### config.mk
export PLATFORM = sky130hd
export DESIGN_NAME = tuner_config_calib_regs
export DESIGN_NICKNAME = d
export VERILOG_FILES = /design/src/core/tuner_pkg.sv /design/src/core/calib_rom.sv /design/src/core/tuner_config_calib_regs.sv
export VERILOG_INCLUDE_DIRS = /design/src /design/src/core
export SDC_FILE = /design/constraint.sdc
export NUM_CORES = 1
export LEC_CHECK = 0
export BUFFER_PORTS_ARGS = -buffer_cell sky130_fd_sc_hd__buf_2
export CORE_MARGIN = 1
export CORE_UTILIZATION = 25
export CTS_BUF_LIST = sky130_fd_sc_hd__clkbuf_4 sky130_fd_sc_hd__clkbuf_8
export CTS_CLUSTER_DIAMETER = 60
export DETAILED_ROUTE_END_ITERATION = 8
export PLACE_DENSITY = 0.51
export SYNTH_ARGS = -nofsm -noshare
export SYNTH_HDL_FRONTEND = slang
export SYNTH_SLANG_ARGS = --single-unit
export TNS_END_PERCENT = 30
### constraint.sdc
create_clock -name ref_clk_i -period 2.4 [get_ports ref_clk_i]
set_input_delay 0.72 -clock ref_clk_i [delete_from_list [all_inputs] [get_ports ref_clk_i]]
set_output_delay 0.72 -clock ref_clk_i [all_outputs]
set_load 0.05 [all_outputs]
### src/core/tuner_params.svh
// Register offsets, field positions, reset values and bus codes of the tuner control block
`ifndef TUNER_PARAMS_SVH
`define TUNER_PARAMS_SVH

`define ADDR_W            8
`define BAND_SEL_OFS      8'h00
`define SERIES_CAP_OFS    8'h04
`define PARALLEL_CAP_OFS  8'h08
`define STATUS_OFS        8'h0C
`define ROM_INDEX_OFS     8'h10
`define READBACK_OFS      8'h14
`define OVLD_TRIM_OFS     8'h18
`define VCO_OFS           8'h1C
`define IRQ_STAT_OFS      8'h20
`define IRQ_MASK_OFS      8'h24
`define REG_PTR_OFS       8'h28
`define DATA_PORT_OFS     8'h2C

`define STATUS_POR_BIT    7
`define STATUS_LOCK_MSB   6
`define STATUS_LOCK_LSB   4
`define VCO_SEL_MSB       6
`define VCO_SEL_LSB       5
`define VCO_SUB_MSB       4
`define VCO_SUB_LSB       2
`define VCO_DIV_MSB       1
`define VCO_DIV_LSB       0

`define BAND_RST          2'h0
`define SERIES_CAP_RST    8'h00
`define PARALLEL_CAP_RST  6'h00
`define OVLD_TRIM_RST     3'h0
`define VCO_SEL_RST       2'h0
`define VCO_SUB_RST       3'h0
`define VCO_DIV_RST       2'h0
`define IRQ_STAT_RST      4'h1
`define IRQ_MASK_RST      4'h0
`define POST_DIV_BASE     6'h04
`define VCO_SEL_RSVD      2'h3
`define LOCK_LOW_CODE     3'h0
`define LOCK_HIGH_CODE    3'h7

`define ROM_DEPTH         16
`define ROM_AW            4
`define ROM_INIT          128'h0000_0000_0000_0080_8080_8080_8080_8080

`define RESP_OKAY         2'h0
`define RESP_SLVERR       2'h2

`endif

### src/core/tuner_pkg.sv
// Shared types of the tuner control block
package tuner_pkg;

  typedef enum logic [1:0] {
    BAND_LOW_LPF,
    BAND_LOW,
    BAND_HIGH,
    BAND_RSVD
  } band_code_e;

  typedef struct packed {
    logic low_band_rf_input;
    logic low_band_lowpass;
    logic high_band_rf_input;
  } band_route_s;

  typedef struct packed {
    logic [1:0] vco_select;
    logic [2:0] vco_sub_band;
    logic [1:0] vco_post_divider;
  } vco_cfg_s;

  typedef struct packed {
    logic unlock_high;
    logic unlock_low;
    logic lock_gain;
    logic power_on;
  } irq_bits_s;

endpackage

### src/core/calib_rom.sv
// Factory calibration ROM with registered read data
`timescale 1ns/10ps
`include "tuner_params.svh"
module calib_rom #(
  parameter int                 DEPTH   = `ROM_DEPTH,
  parameter int                 AW      = `ROM_AW,
  parameter logic [DEPTH*8-1:0] CONTENT = `ROM_INIT
) (
  input  wire logic          ref_clk_i,
  input  wire logic          rst_n_i,
  input  wire logic          ce_i,
  input  wire logic          rd_en_i,
  input  wire logic [AW-1:0] addr_i,
  output logic      [7:0]    data_o
);

  logic [7:0] data_q;

  always_ff @(posedge ref_clk_i or negedge rst_n_i) begin
    if (!rst_n_i) begin
      data_q <= 8'h00;
    end else if (ce_i && rd_en_i) begin
      data_q <= CONTENT[addr_i*8 +: 8];
    end
  end

  assign data_o = data_q;

endmodule

### src/core/tuner_config_calib_regs.sv
// Tuner control and calibration registers behind an AXI4-Lite slave
//
// Local design decisions: the AXI4-Lite register port and the placing of the registers.
`timescale 1ns/10ps
`include "tuner_params.svh"
module tuner_config_calib_regs
  import tuner_pkg::*;
#(
  parameter logic [`ROM_DEPTH*8-1:0] ROM_CONTENT = `ROM_INIT
) (
  input  wire logic              ref_clk_i,
  input  wire logic              rst_n_i,
  input  wire logic              ce_i,
  input  wire logic [2:0]        lock_window_code_i,
  input  wire logic              s_axi_awvalid_i,
  output logic                   s_axi_awready_o,
  input  wire logic [`ADDR_W-1:0] s_axi_awaddr_i,
  input  wire logic              s_axi_wvalid_i,
  output logic                   s_axi_wready_o,
  input  wire logic [31:0]       s_axi_wdata_i,
  input  wire logic [3:0]        s_axi_wstrb_i,
  output logic                   s_axi_bvalid_o,
  input  wire logic              s_axi_bready_i,
  output logic [1:0]             s_axi_bresp_o,
  input  wire logic              s_axi_arvalid_i,
  output logic                   s_axi_arready_o,
  input  wire logic [`ADDR_W-1:0] s_axi_araddr_i,
  output logic                   s_axi_rvalid_o,
  input  wire logic              s_axi_rready_i,
  output logic [31:0]            s_axi_rdata_o,
  output logic [1:0]             s_axi_rresp_o,
  output band_route_s            band_route_o,
  output logic [7:0]             series_cap_code_o,
  output logic [5:0]             parallel_cap_code_o,
  output logic [2:0]             overload_trim_o,
  output vco_cfg_s               vco_cfg_o,
  output logic [5:0]             post_div_ratio_o,
  output logic                   irq_o
);

  logic              aw_held_q, awready_q, w_held_q, wready_q, bvalid_q;
  logic              ar_held_q, arready_q, rvalid_q, wstrb0_q, load_q;
  logic [`ADDR_W-1:0] awaddr_q, araddr_q;
  logic [7:0]        wdata_q, rdata_q;
  logic [1:0]        bresp_q, rresp_q;
  band_code_e        band_code_q;
  band_route_s       band_route_q;
  logic [7:0]        series_q, readback_q;
  logic [5:0]        parallel_q, post_div_q;
  logic [2:0]        trim_q, lock_s1_q, lock_s2_q, lock_prev_q;
  logic [3:0]        rom_index_q, ptr_q, irq_mask_q;
  vco_cfg_s          vco_q;
  irq_bits_s         irq_stat_q, irq_ev, irq_stat_d;
  logic              por_q, irq_q;
  logic [7:0]        rom_data;

  // Handshakes
  wire aw_take = ce_i & s_axi_awvalid_i & awready_q;
  wire w_take  = ce_i & s_axi_wvalid_i & wready_q;
  wire ar_take = ce_i & s_axi_arvalid_i & arready_q;
  wire wr_fire = ce_i & aw_held_q & w_held_q & ~bvalid_q;
  wire b_done  = ce_i & bvalid_q & s_axi_bready_i;
  wire r_done  = ce_i & rvalid_q & s_axi_rready_i;

  // Effective register address, data port redirected through the pointer
  wire       wr_port = awaddr_q == `DATA_PORT_OFS;
  wire       rd_port = araddr_q == `DATA_PORT_OFS;
  wire [7:0] ptr_adr = {2'h0, ptr_q, 2'h0};
  wire [7:0] wr_eff  = wr_port ? ptr_adr : awaddr_q;
  wire [7:0] rd_eff  = rd_port ? ptr_adr : araddr_q;
  wire       wr_map  = (wr_eff[1:0] == 2'h0) && (wr_port ? wr_eff < `REG_PTR_OFS : wr_eff <= `DATA_PORT_OFS);
  wire       rd_map  = (rd_eff[1:0] == 2'h0) && (rd_port ? rd_eff < `REG_PTR_OFS : rd_eff <= `DATA_PORT_OFS);
  wire       wr_en   = wr_fire & wr_map & wstrb0_q;

  wire wr_band   = wr_en && wr_eff == `BAND_SEL_OFS;
  wire wr_series = wr_en && wr_eff == `SERIES_CAP_OFS;
  wire wr_par    = wr_en && wr_eff == `PARALLEL_CAP_OFS;
  wire wr_index  = wr_en && wr_eff == `ROM_INDEX_OFS;
  wire wr_trim   = wr_en && wr_eff == `OVLD_TRIM_OFS;
  wire wr_vco    = wr_en && wr_eff == `VCO_OFS;
  wire wr_mask   = wr_en && wr_eff == `IRQ_MASK_OFS;
  wire wr_ptr    = wr_en && wr_eff == `REG_PTR_OFS;

  // Reads wait while a ROM fetch is in flight so readback is never stale
  wire rd_fire   = ce_i & ar_held_q & ~rvalid_q & ~wr_fire & ~load_q;
  wire rd_status = rd_fire && rd_map && rd_eff == `STATUS_OFS;
  wire rd_irq    = rd_fire && rd_map && rd_eff == `IRQ_STAT_OFS;
  wire ptr_step  = (wr_fire & wr_port) | (rd_fire & rd_port);

  wire [2:0] lock_code = lock_s2_q;
  wire [7:0] status_byte = {por_q, lock_code, 4'h0};
  wire [7:0] rd_byte =
    (rd_eff == `BAND_SEL_OFS)     ? {6'h00, band_code_q} :
    (rd_eff == `SERIES_CAP_OFS)   ? series_q :
    (rd_eff == `PARALLEL_CAP_OFS) ? {2'h0, parallel_q} :
    (rd_eff == `STATUS_OFS)       ? status_byte :
    (rd_eff == `ROM_INDEX_OFS)    ? {4'h0, rom_index_q} :
    (rd_eff == `READBACK_OFS)     ? readback_q :
    (rd_eff == `OVLD_TRIM_OFS)    ? {5'h00, trim_q} :
    (rd_eff == `VCO_OFS)          ? {1'b0, vco_q} :
    (rd_eff == `IRQ_STAT_OFS)     ? {4'h0, irq_stat_q} :
    (rd_eff == `IRQ_MASK_OFS)     ? {4'h0, irq_mask_q} :
    (rd_eff == `REG_PTR_OFS)      ? {4'h0, ptr_q} : 8'h00;

  // Band decode; the reserved code never reaches the registers
  wire [1:0] wr_band_code = wdata_q[1:0];
  wire       band_legal   = wr_band_code != 2'h3;
  wire band_route_s band_dec = (wr_band_code == 2'h0) ? 3'b110 :
                               (wr_band_code == 2'h1) ? 3'b100 : 3'b001;
  wire [1:0] vco_sel_new  = wdata_q[`VCO_SEL_MSB:`VCO_SEL_LSB];
  wire [1:0] vco_div_new  = wdata_q[`VCO_DIV_MSB:`VCO_DIV_LSB];

  // Lock window events
  wire locked_now  = lock_code != `LOCK_LOW_CODE && lock_code != `LOCK_HIGH_CODE;
  wire locked_prev = lock_prev_q != `LOCK_LOW_CODE && lock_prev_q != `LOCK_HIGH_CODE;
  assign irq_ev.power_on    = 1'b0;
  assign irq_ev.lock_gain   = locked_now & ~locked_prev;
  assign irq_ev.unlock_low  = lock_code == `LOCK_LOW_CODE && lock_prev_q != `LOCK_LOW_CODE;
  assign irq_ev.unlock_high = lock_code == `LOCK_HIGH_CODE && lock_prev_q != `LOCK_HIGH_CODE;
  assign irq_stat_d = (rd_irq ? 4'h0 : irq_stat_q) | irq_ev;

  calib_rom #(
    .DEPTH   (`ROM_DEPTH),
    .AW      (`ROM_AW),
    .CONTENT (ROM_CONTENT)
  ) u_rom (
    .ref_clk_i (ref_clk_i),
    .rst_n_i   (rst_n_i),
    .ce_i      (ce_i),
    .rd_en_i   (wr_index),
    .addr_i    (wdata_q[3:0]),
    .data_o    (rom_data)
  );

  // Write channel
  always_ff @(posedge ref_clk_i or negedge rst_n_i) begin
    if (!rst_n_i) begin
      aw_held_q <= 1'b0;
      awready_q <= 1'b1;
      awaddr_q  <= 8'h00;
      w_held_q  <= 1'b0;
      wready_q  <= 1'b1;
      wdata_q   <= 8'h00;
      wstrb0_q  <= 1'b0;
      bvalid_q  <= 1'b0;
      bresp_q   <= `RESP_OKAY;
    end else begin
      if (aw_take) begin
        aw_held_q <= 1'b1;
        awready_q <= 1'b0;
        awaddr_q  <= s_axi_awaddr_i;
      end else if (wr_fire) begin
        aw_held_q <= 1'b0;
        awready_q <= 1'b1;
      end
      if (w_take) begin
        w_held_q <= 1'b1;
        wready_q <= 1'b0;
        wdata_q  <= s_axi_wdata_i[7:0];
        wstrb0_q <= s_axi_wstrb_i[0];
      end else if (wr_fire) begin
        w_held_q <= 1'b0;
        wready_q <= 1'b1;
      end
      if (wr_fire) begin
        bvalid_q <= 1'b1;
        bresp_q  <= wr_map ? `RESP_OKAY : `RESP_SLVERR;
      end else if (b_done) begin
        bvalid_q <= 1'b0;
      end
    end
  end

  // Read channel
  always_ff @(posedge ref_clk_i or negedge rst_n_i) begin
    if (!rst_n_i) begin
      ar_held_q <= 1'b0;
      arready_q <= 1'b1;
      araddr_q  <= 8'h00;
      rvalid_q  <= 1'b0;
      rdata_q   <= 8'h00;
      rresp_q   <= `RESP_OKAY;
    end else begin
      if (ar_take) begin
        ar_held_q <= 1'b1;
        arready_q <= 1'b0;
        araddr_q  <= s_axi_araddr_i;
      end else if (rd_fire) begin
        ar_held_q <= 1'b0;
        arready_q <= 1'b1;
      end
      if (rd_fire) begin
        rvalid_q <= 1'b1;
        rdata_q  <= rd_map ? rd_byte : 8'h00;
        rresp_q  <= rd_map ? `RESP_OKAY : `RESP_SLVERR;
      end else if (r_done) begin
        rvalid_q <= 1'b0;
      end
    end
  end

  // Tuning configuration
  always_ff @(posedge ref_clk_i or negedge rst_n_i) begin
    if (!rst_n_i) begin
      band_code_q  <= band_code_e'(`BAND_RST);
      band_route_q <= 3'b110;
      series_q     <= `SERIES_CAP_RST;
      parallel_q   <= `PARALLEL_CAP_RST;
      trim_q       <= `OVLD_TRIM_RST;
      vco_q        <= {`VCO_SEL_RST, `VCO_SUB_RST, `VCO_DIV_RST};
      post_div_q   <= `POST_DIV_BASE;
    end else begin
      if (wr_band && band_legal) begin
        band_code_q  <= band_code_e'(wr_band_code);
        band_route_q <= band_dec;
      end
      if (wr_series) series_q <= wdata_q;
      if (wr_par) parallel_q <= wdata_q[5:0];
      if (wr_trim) trim_q <= wdata_q[2:0];
      if (wr_vco) begin
        vco_q.vco_sub_band     <= wdata_q[`VCO_SUB_MSB:`VCO_SUB_LSB];
        vco_q.vco_post_divider <= vco_div_new;
        post_div_q             <= `POST_DIV_BASE << vco_div_new;
        if (vco_sel_new != `VCO_SEL_RSVD) vco_q.vco_select <= vco_sel_new;
      end
    end
  end

  // ROM fetch, pointer, status and interrupts
  always_ff @(posedge ref_clk_i or negedge rst_n_i) begin
    if (!rst_n_i) begin
      rom_index_q <= 4'h0;
      load_q      <= 1'b0;
      readback_q  <= 8'h00;
      ptr_q       <= 4'h0;
      por_q       <= 1'b1;
      lock_s1_q   <= 3'h0;
      lock_s2_q   <= 3'h0;
      lock_prev_q <= 3'h0;
      irq_stat_q  <= `IRQ_STAT_RST;
      irq_mask_q  <= `IRQ_MASK_RST;
      irq_q       <= 1'b0;
    end else if (ce_i) begin
      if (wr_index) rom_index_q <= wdata_q[3:0];
      load_q <= wr_index;
      if (load_q) readback_q <= rom_data;
      if (wr_ptr) ptr_q <= wdata_q[3:0];
      else if (ptr_step) ptr_q <= ptr_q + 4'h1;
      if (rd_status) por_q <= 1'b0;
      lock_s1_q   <= lock_window_code_i;
      lock_s2_q   <= lock_s1_q;
      lock_prev_q <= lock_s2_q;
      irq_stat_q  <= irq_stat_d;
      if (wr_mask) irq_mask_q <= wdata_q[3:0];
      irq_q <= |(irq_stat_q & irq_mask_q);
    end
  end

  assign s_axi_awready_o     = awready_q;
  assign s_axi_wready_o      = wready_q;
  assign s_axi_bvalid_o      = bvalid_q;
  assign s_axi_bresp_o       = bresp_q;
  assign s_axi_arready_o     = arready_q;
  assign s_axi_rvalid_o      = rvalid_q;
  assign s_axi_rdata_o       = {24'h000000, rdata_q};
  assign s_axi_rresp_o       = rresp_q;
  assign band_route_o        = band_route_q;
  assign series_cap_code_o   = series_q;
  assign parallel_cap_code_o = parallel_q;
  assign overload_trim_o     = trim_q;
  assign vco_cfg_o           = vco_q;
  assign post_div_ratio_o    = post_div_q;
  assign irq_o               = irq_q;
endmodule

==> summary.md <==
| Metric | Value |
|---|---|
| Status | `completed` |
| Final worst slack | `0.00157 ns` |
| Post-synthesis cell type count | `74` |
| Post-synth EDFFs | `0` |
| GRT Resource Usage Total | `14.5%` |
| Worst clock skew | `0.0157 ns` |
| Post-DR wirelength/cell | `17.6 µm` |
| Clock sink count | `106` |
| Non-Filler Instances | `887` |
| Area grow syn2layout | `23.9%` |
| Final core utilization | `31.6%` |
| GP Congestion | `0.861` |
| Slew Viols, Final | `0` |
| DP Cell Count | `868` |
| Maximum fanout along the worst path | `7` |
| Primary FF master, synth | `dfrtp_1` |
| Flops & latches, synth | `106` |
| Area leader, netlist | `dfrtp_1` |
| CTS tree | `built` |
| Clock Latency Late Sink | `0.40 ns` |
| Via density | `4.73` |
| Fin nets | `671` |
| Total Wirelength | `15600 µm` |
| DRT antenna net count | `0` |
| Endpoints failing hold | `0` |
| Core Area | `0.0211 mm²` |
| Max Cap Viol | `0` |
| R2r setup slk | `0.002 ns` |
| Leakage | `3.27 nW` |
| First-pass GRT wire length | `24200 µm` |
| Clock root buffer | `clkbuf_8` |
| PD cells | `484 mW/mm²` |
| Hold WC Path Type | `in2async` |
| Worst-path clk slew | `0.11 ns` |
| Avg Inst Size Synth | `11.3 µm²` |
| Period utilization | `99.9%` |
| FFs w/ async S/R, synth | `100%` |
| Clock Tree Buf Depth | `2` |
| Ranking of synthesized cells by area | `dfrtp_1 (46%), mux2_2 (14%), buf_4 (3.9%)` |
| Type of origin of the critical path | `flop` |
| Area of the mapped netlist | `0.00538 mm²` |
| Slew HR | `60.7%` |
| Initial DRC count | `235` |
| Reg2Reg Launch Point | `awaddr_q[0]` |
| VDD IR max | `0.257 mV` |
| Pre-CTS setup slack | `-0.131 ns` |
| Endpoint type of the worst setup path | `flop` |
| Final HPWL DP | `12100 µm` |
| Largest net degree at the start of global routing | `63` |
| Gr ovfl total | `0` |
| Number of I/O port buffers | `82` |
| Commonest non-fill, non-tap cell in the layout | `dfrtp_1` |
| Synth Warn # | `0` |
| Die Y | `149 µm` |
| CTS Hold Bufs | `0` |
| Die area | `0.0221 mm²` |
| Period minus WS final | `2.40 ns` |
| Ports | `138` |
| Setup violators final | `0` |
| Vias in the first global route | `4264` |
| Initial antenna violation count | `0` |
| CP required | `2.69 ns` |
| N_diodes | `0` |
| Total negative slack | `0 ns` |
| Crit path DAT | `2.69 ns` |
| Initial Util | `25.5%` |
| H-tree Lvls | `3` |
| First drt pass iteration count | `4` |
| Crit path from | `awaddr_q[0]` |
| Most frequent cells in the layout | `dfrtp_1 (97), buf_2 (81), mux2_2 (66)` |
| Worst Tran Pin Value | `0.589 ns` |
| Cell row count | `53` |
| Die width | `149 µm` |
| Worst reg-to-reg path cell count | `5` |
| Syn Inst Count | `477` |
| Register area share after synthesis | `49.5%` |
| RSZ-0062 raised after global routing | `yes` |
| Via count | `4194` |
| TritonCTS buffer count | `9` |
| Max Fclk | `417 MHz` |
| Layout cells sized above 1 | `41.8%` |
| Fill cells | `2177` |
| Share of the synthesized area in the top cell type | `45.6%` |
| Crit Path Class | `reg2reg` |
| DRC violations left | `0` |
stage by stage:
stage | hold WS (ns) | power (W) | area, µm²
floorplan | 0.424 | 0.00206 | 5500
global placement | 0.446 | 0.00212 | 6360
detailed placement | 0.447 | 0.00212 | 6360
CTS | 0.208 | 0.00328 | 6600
global route | 0.213 | 0.00338 | 6670
finish | 0.224 | 0.00323 | 6670
worst paths after layout:
kind / end
setup / recovery: rom_index_q[3]
hold / removal: irq_mask_q[1]
setup reg to reg: rom_index_q[3]
hold reg to reg: por_q
max in group asynchronous: band_route_o[2]
min in group ref_clk_i: por_q
timing repair:
action,CTS,global route
setup endpoints to repair,20,31
setup buffers,2,1
resized for setup,3,11
pin swaps,4,3
area by class of cell:
class | instances | area, µm² | share of cell area (%)
sequential | 106 | 2660 | 40.0
inverter | 10 | 37.5 | 0.563
multi-input combinational | 342 | 2560 | 38.4
timing repair buffer | 138 | 858 | 12.9
clock buffer | 10 | 138 | 2.06
tap | 275 | 344 | 5.16
clock inverter | 6 | 63.8 | 0.957
metal layers:
| metal | GRT usage [%] | vias up | part of all wire [%] |
|---|---|---|---|
| met5 | 0 | - | 0 |
| met4 | 4.79 | 0 | 1.4 |
| met3 | 2.98 | 17 | 4.2 |
| met2 | 22.6 | 116 | 47 |
| met1 | 20.1 | 2082 | 48 |
| li1 | - | 1979 | - |
critical path, stage by stage, from the launching register on:
cell and delay [ns]:
dfrtp_1 0.39, or2_4 0.30, o41a_1 0.43, or2_1 0.26, or4_4 0.61, mux2_4 0.32
cell families after synthesis:
| group | share of synthesized area, % |
|---|---|
| AO/OA/AOI/OAI | 15.6 |
| XOR/XNOR | 0.651 |
| adder cells (fa/ha/maj) | 0.232 |
| buffers and inverters | 6.16 |
| flip-flops | 49.5 |
| multiplexers | 14.9 |
| other | 0.0697 |
| AND/OR/NAND/NOR | 12.9 |
cell usage after synthesis, types with 3 or more instances:
cell type  instances
dfrtp_1           98
mux2_2            66
nand2_1           45
buf_4             28
a21oi_1           19
o21ai_0           19
nor2_1            16
clkbuf_1          13
nand3_1           12
inv_1             10
dfstp_2            8
o21a_1             8
a22oi_1            7
nand4_1            7
a22o_1             6
and2_1             5
nor3_1             5
a21boi_0           4
and3_1             4
mux2_4             4
nand2b_1           4
o21bai_1           4
o2bb2ai_1          4
a21o_1             3
a31o_2             3
a32o_1             3
and4_1             3
nor4b_1            3
or2_1              3
xnor2_1            3
registers in the layout, summed over array words and instances, names as in the netlist, 3 cells and up:
| register | flops |
|---|---|
| rdata_q | 8 |
| araddr_q | 8 |
| rom_index_q | 4 |
| lock_prev_q | 3 |
| overload_trim_o | 3 |
| parallel_cap_code_o | 6 |
| series_cap_code_o | 8 |
| band_route_o | 3 |
| irq_stat_q | 4 |
| post_div_ratio_o | 4 |
| lock_code | 3 |
| irq_mask_q | 4 |
| awaddr_q | 8 |
| vco_cfg_o | 7 |
| ptr_q | 4 |
| lock_s1_q | 3 |
| wdata_q | 8 |
power by group:
group          switching (W)  total (W)  internal, W
clock               0.000705    0.00114     0.000437
sequential         0.0000321    0.00185      0.00182
combinational       0.000169   0.000233    0.0000641
total               0.000906    0.00323      0.00232
No activity file was read; power rests on OpenSTA's default activity.
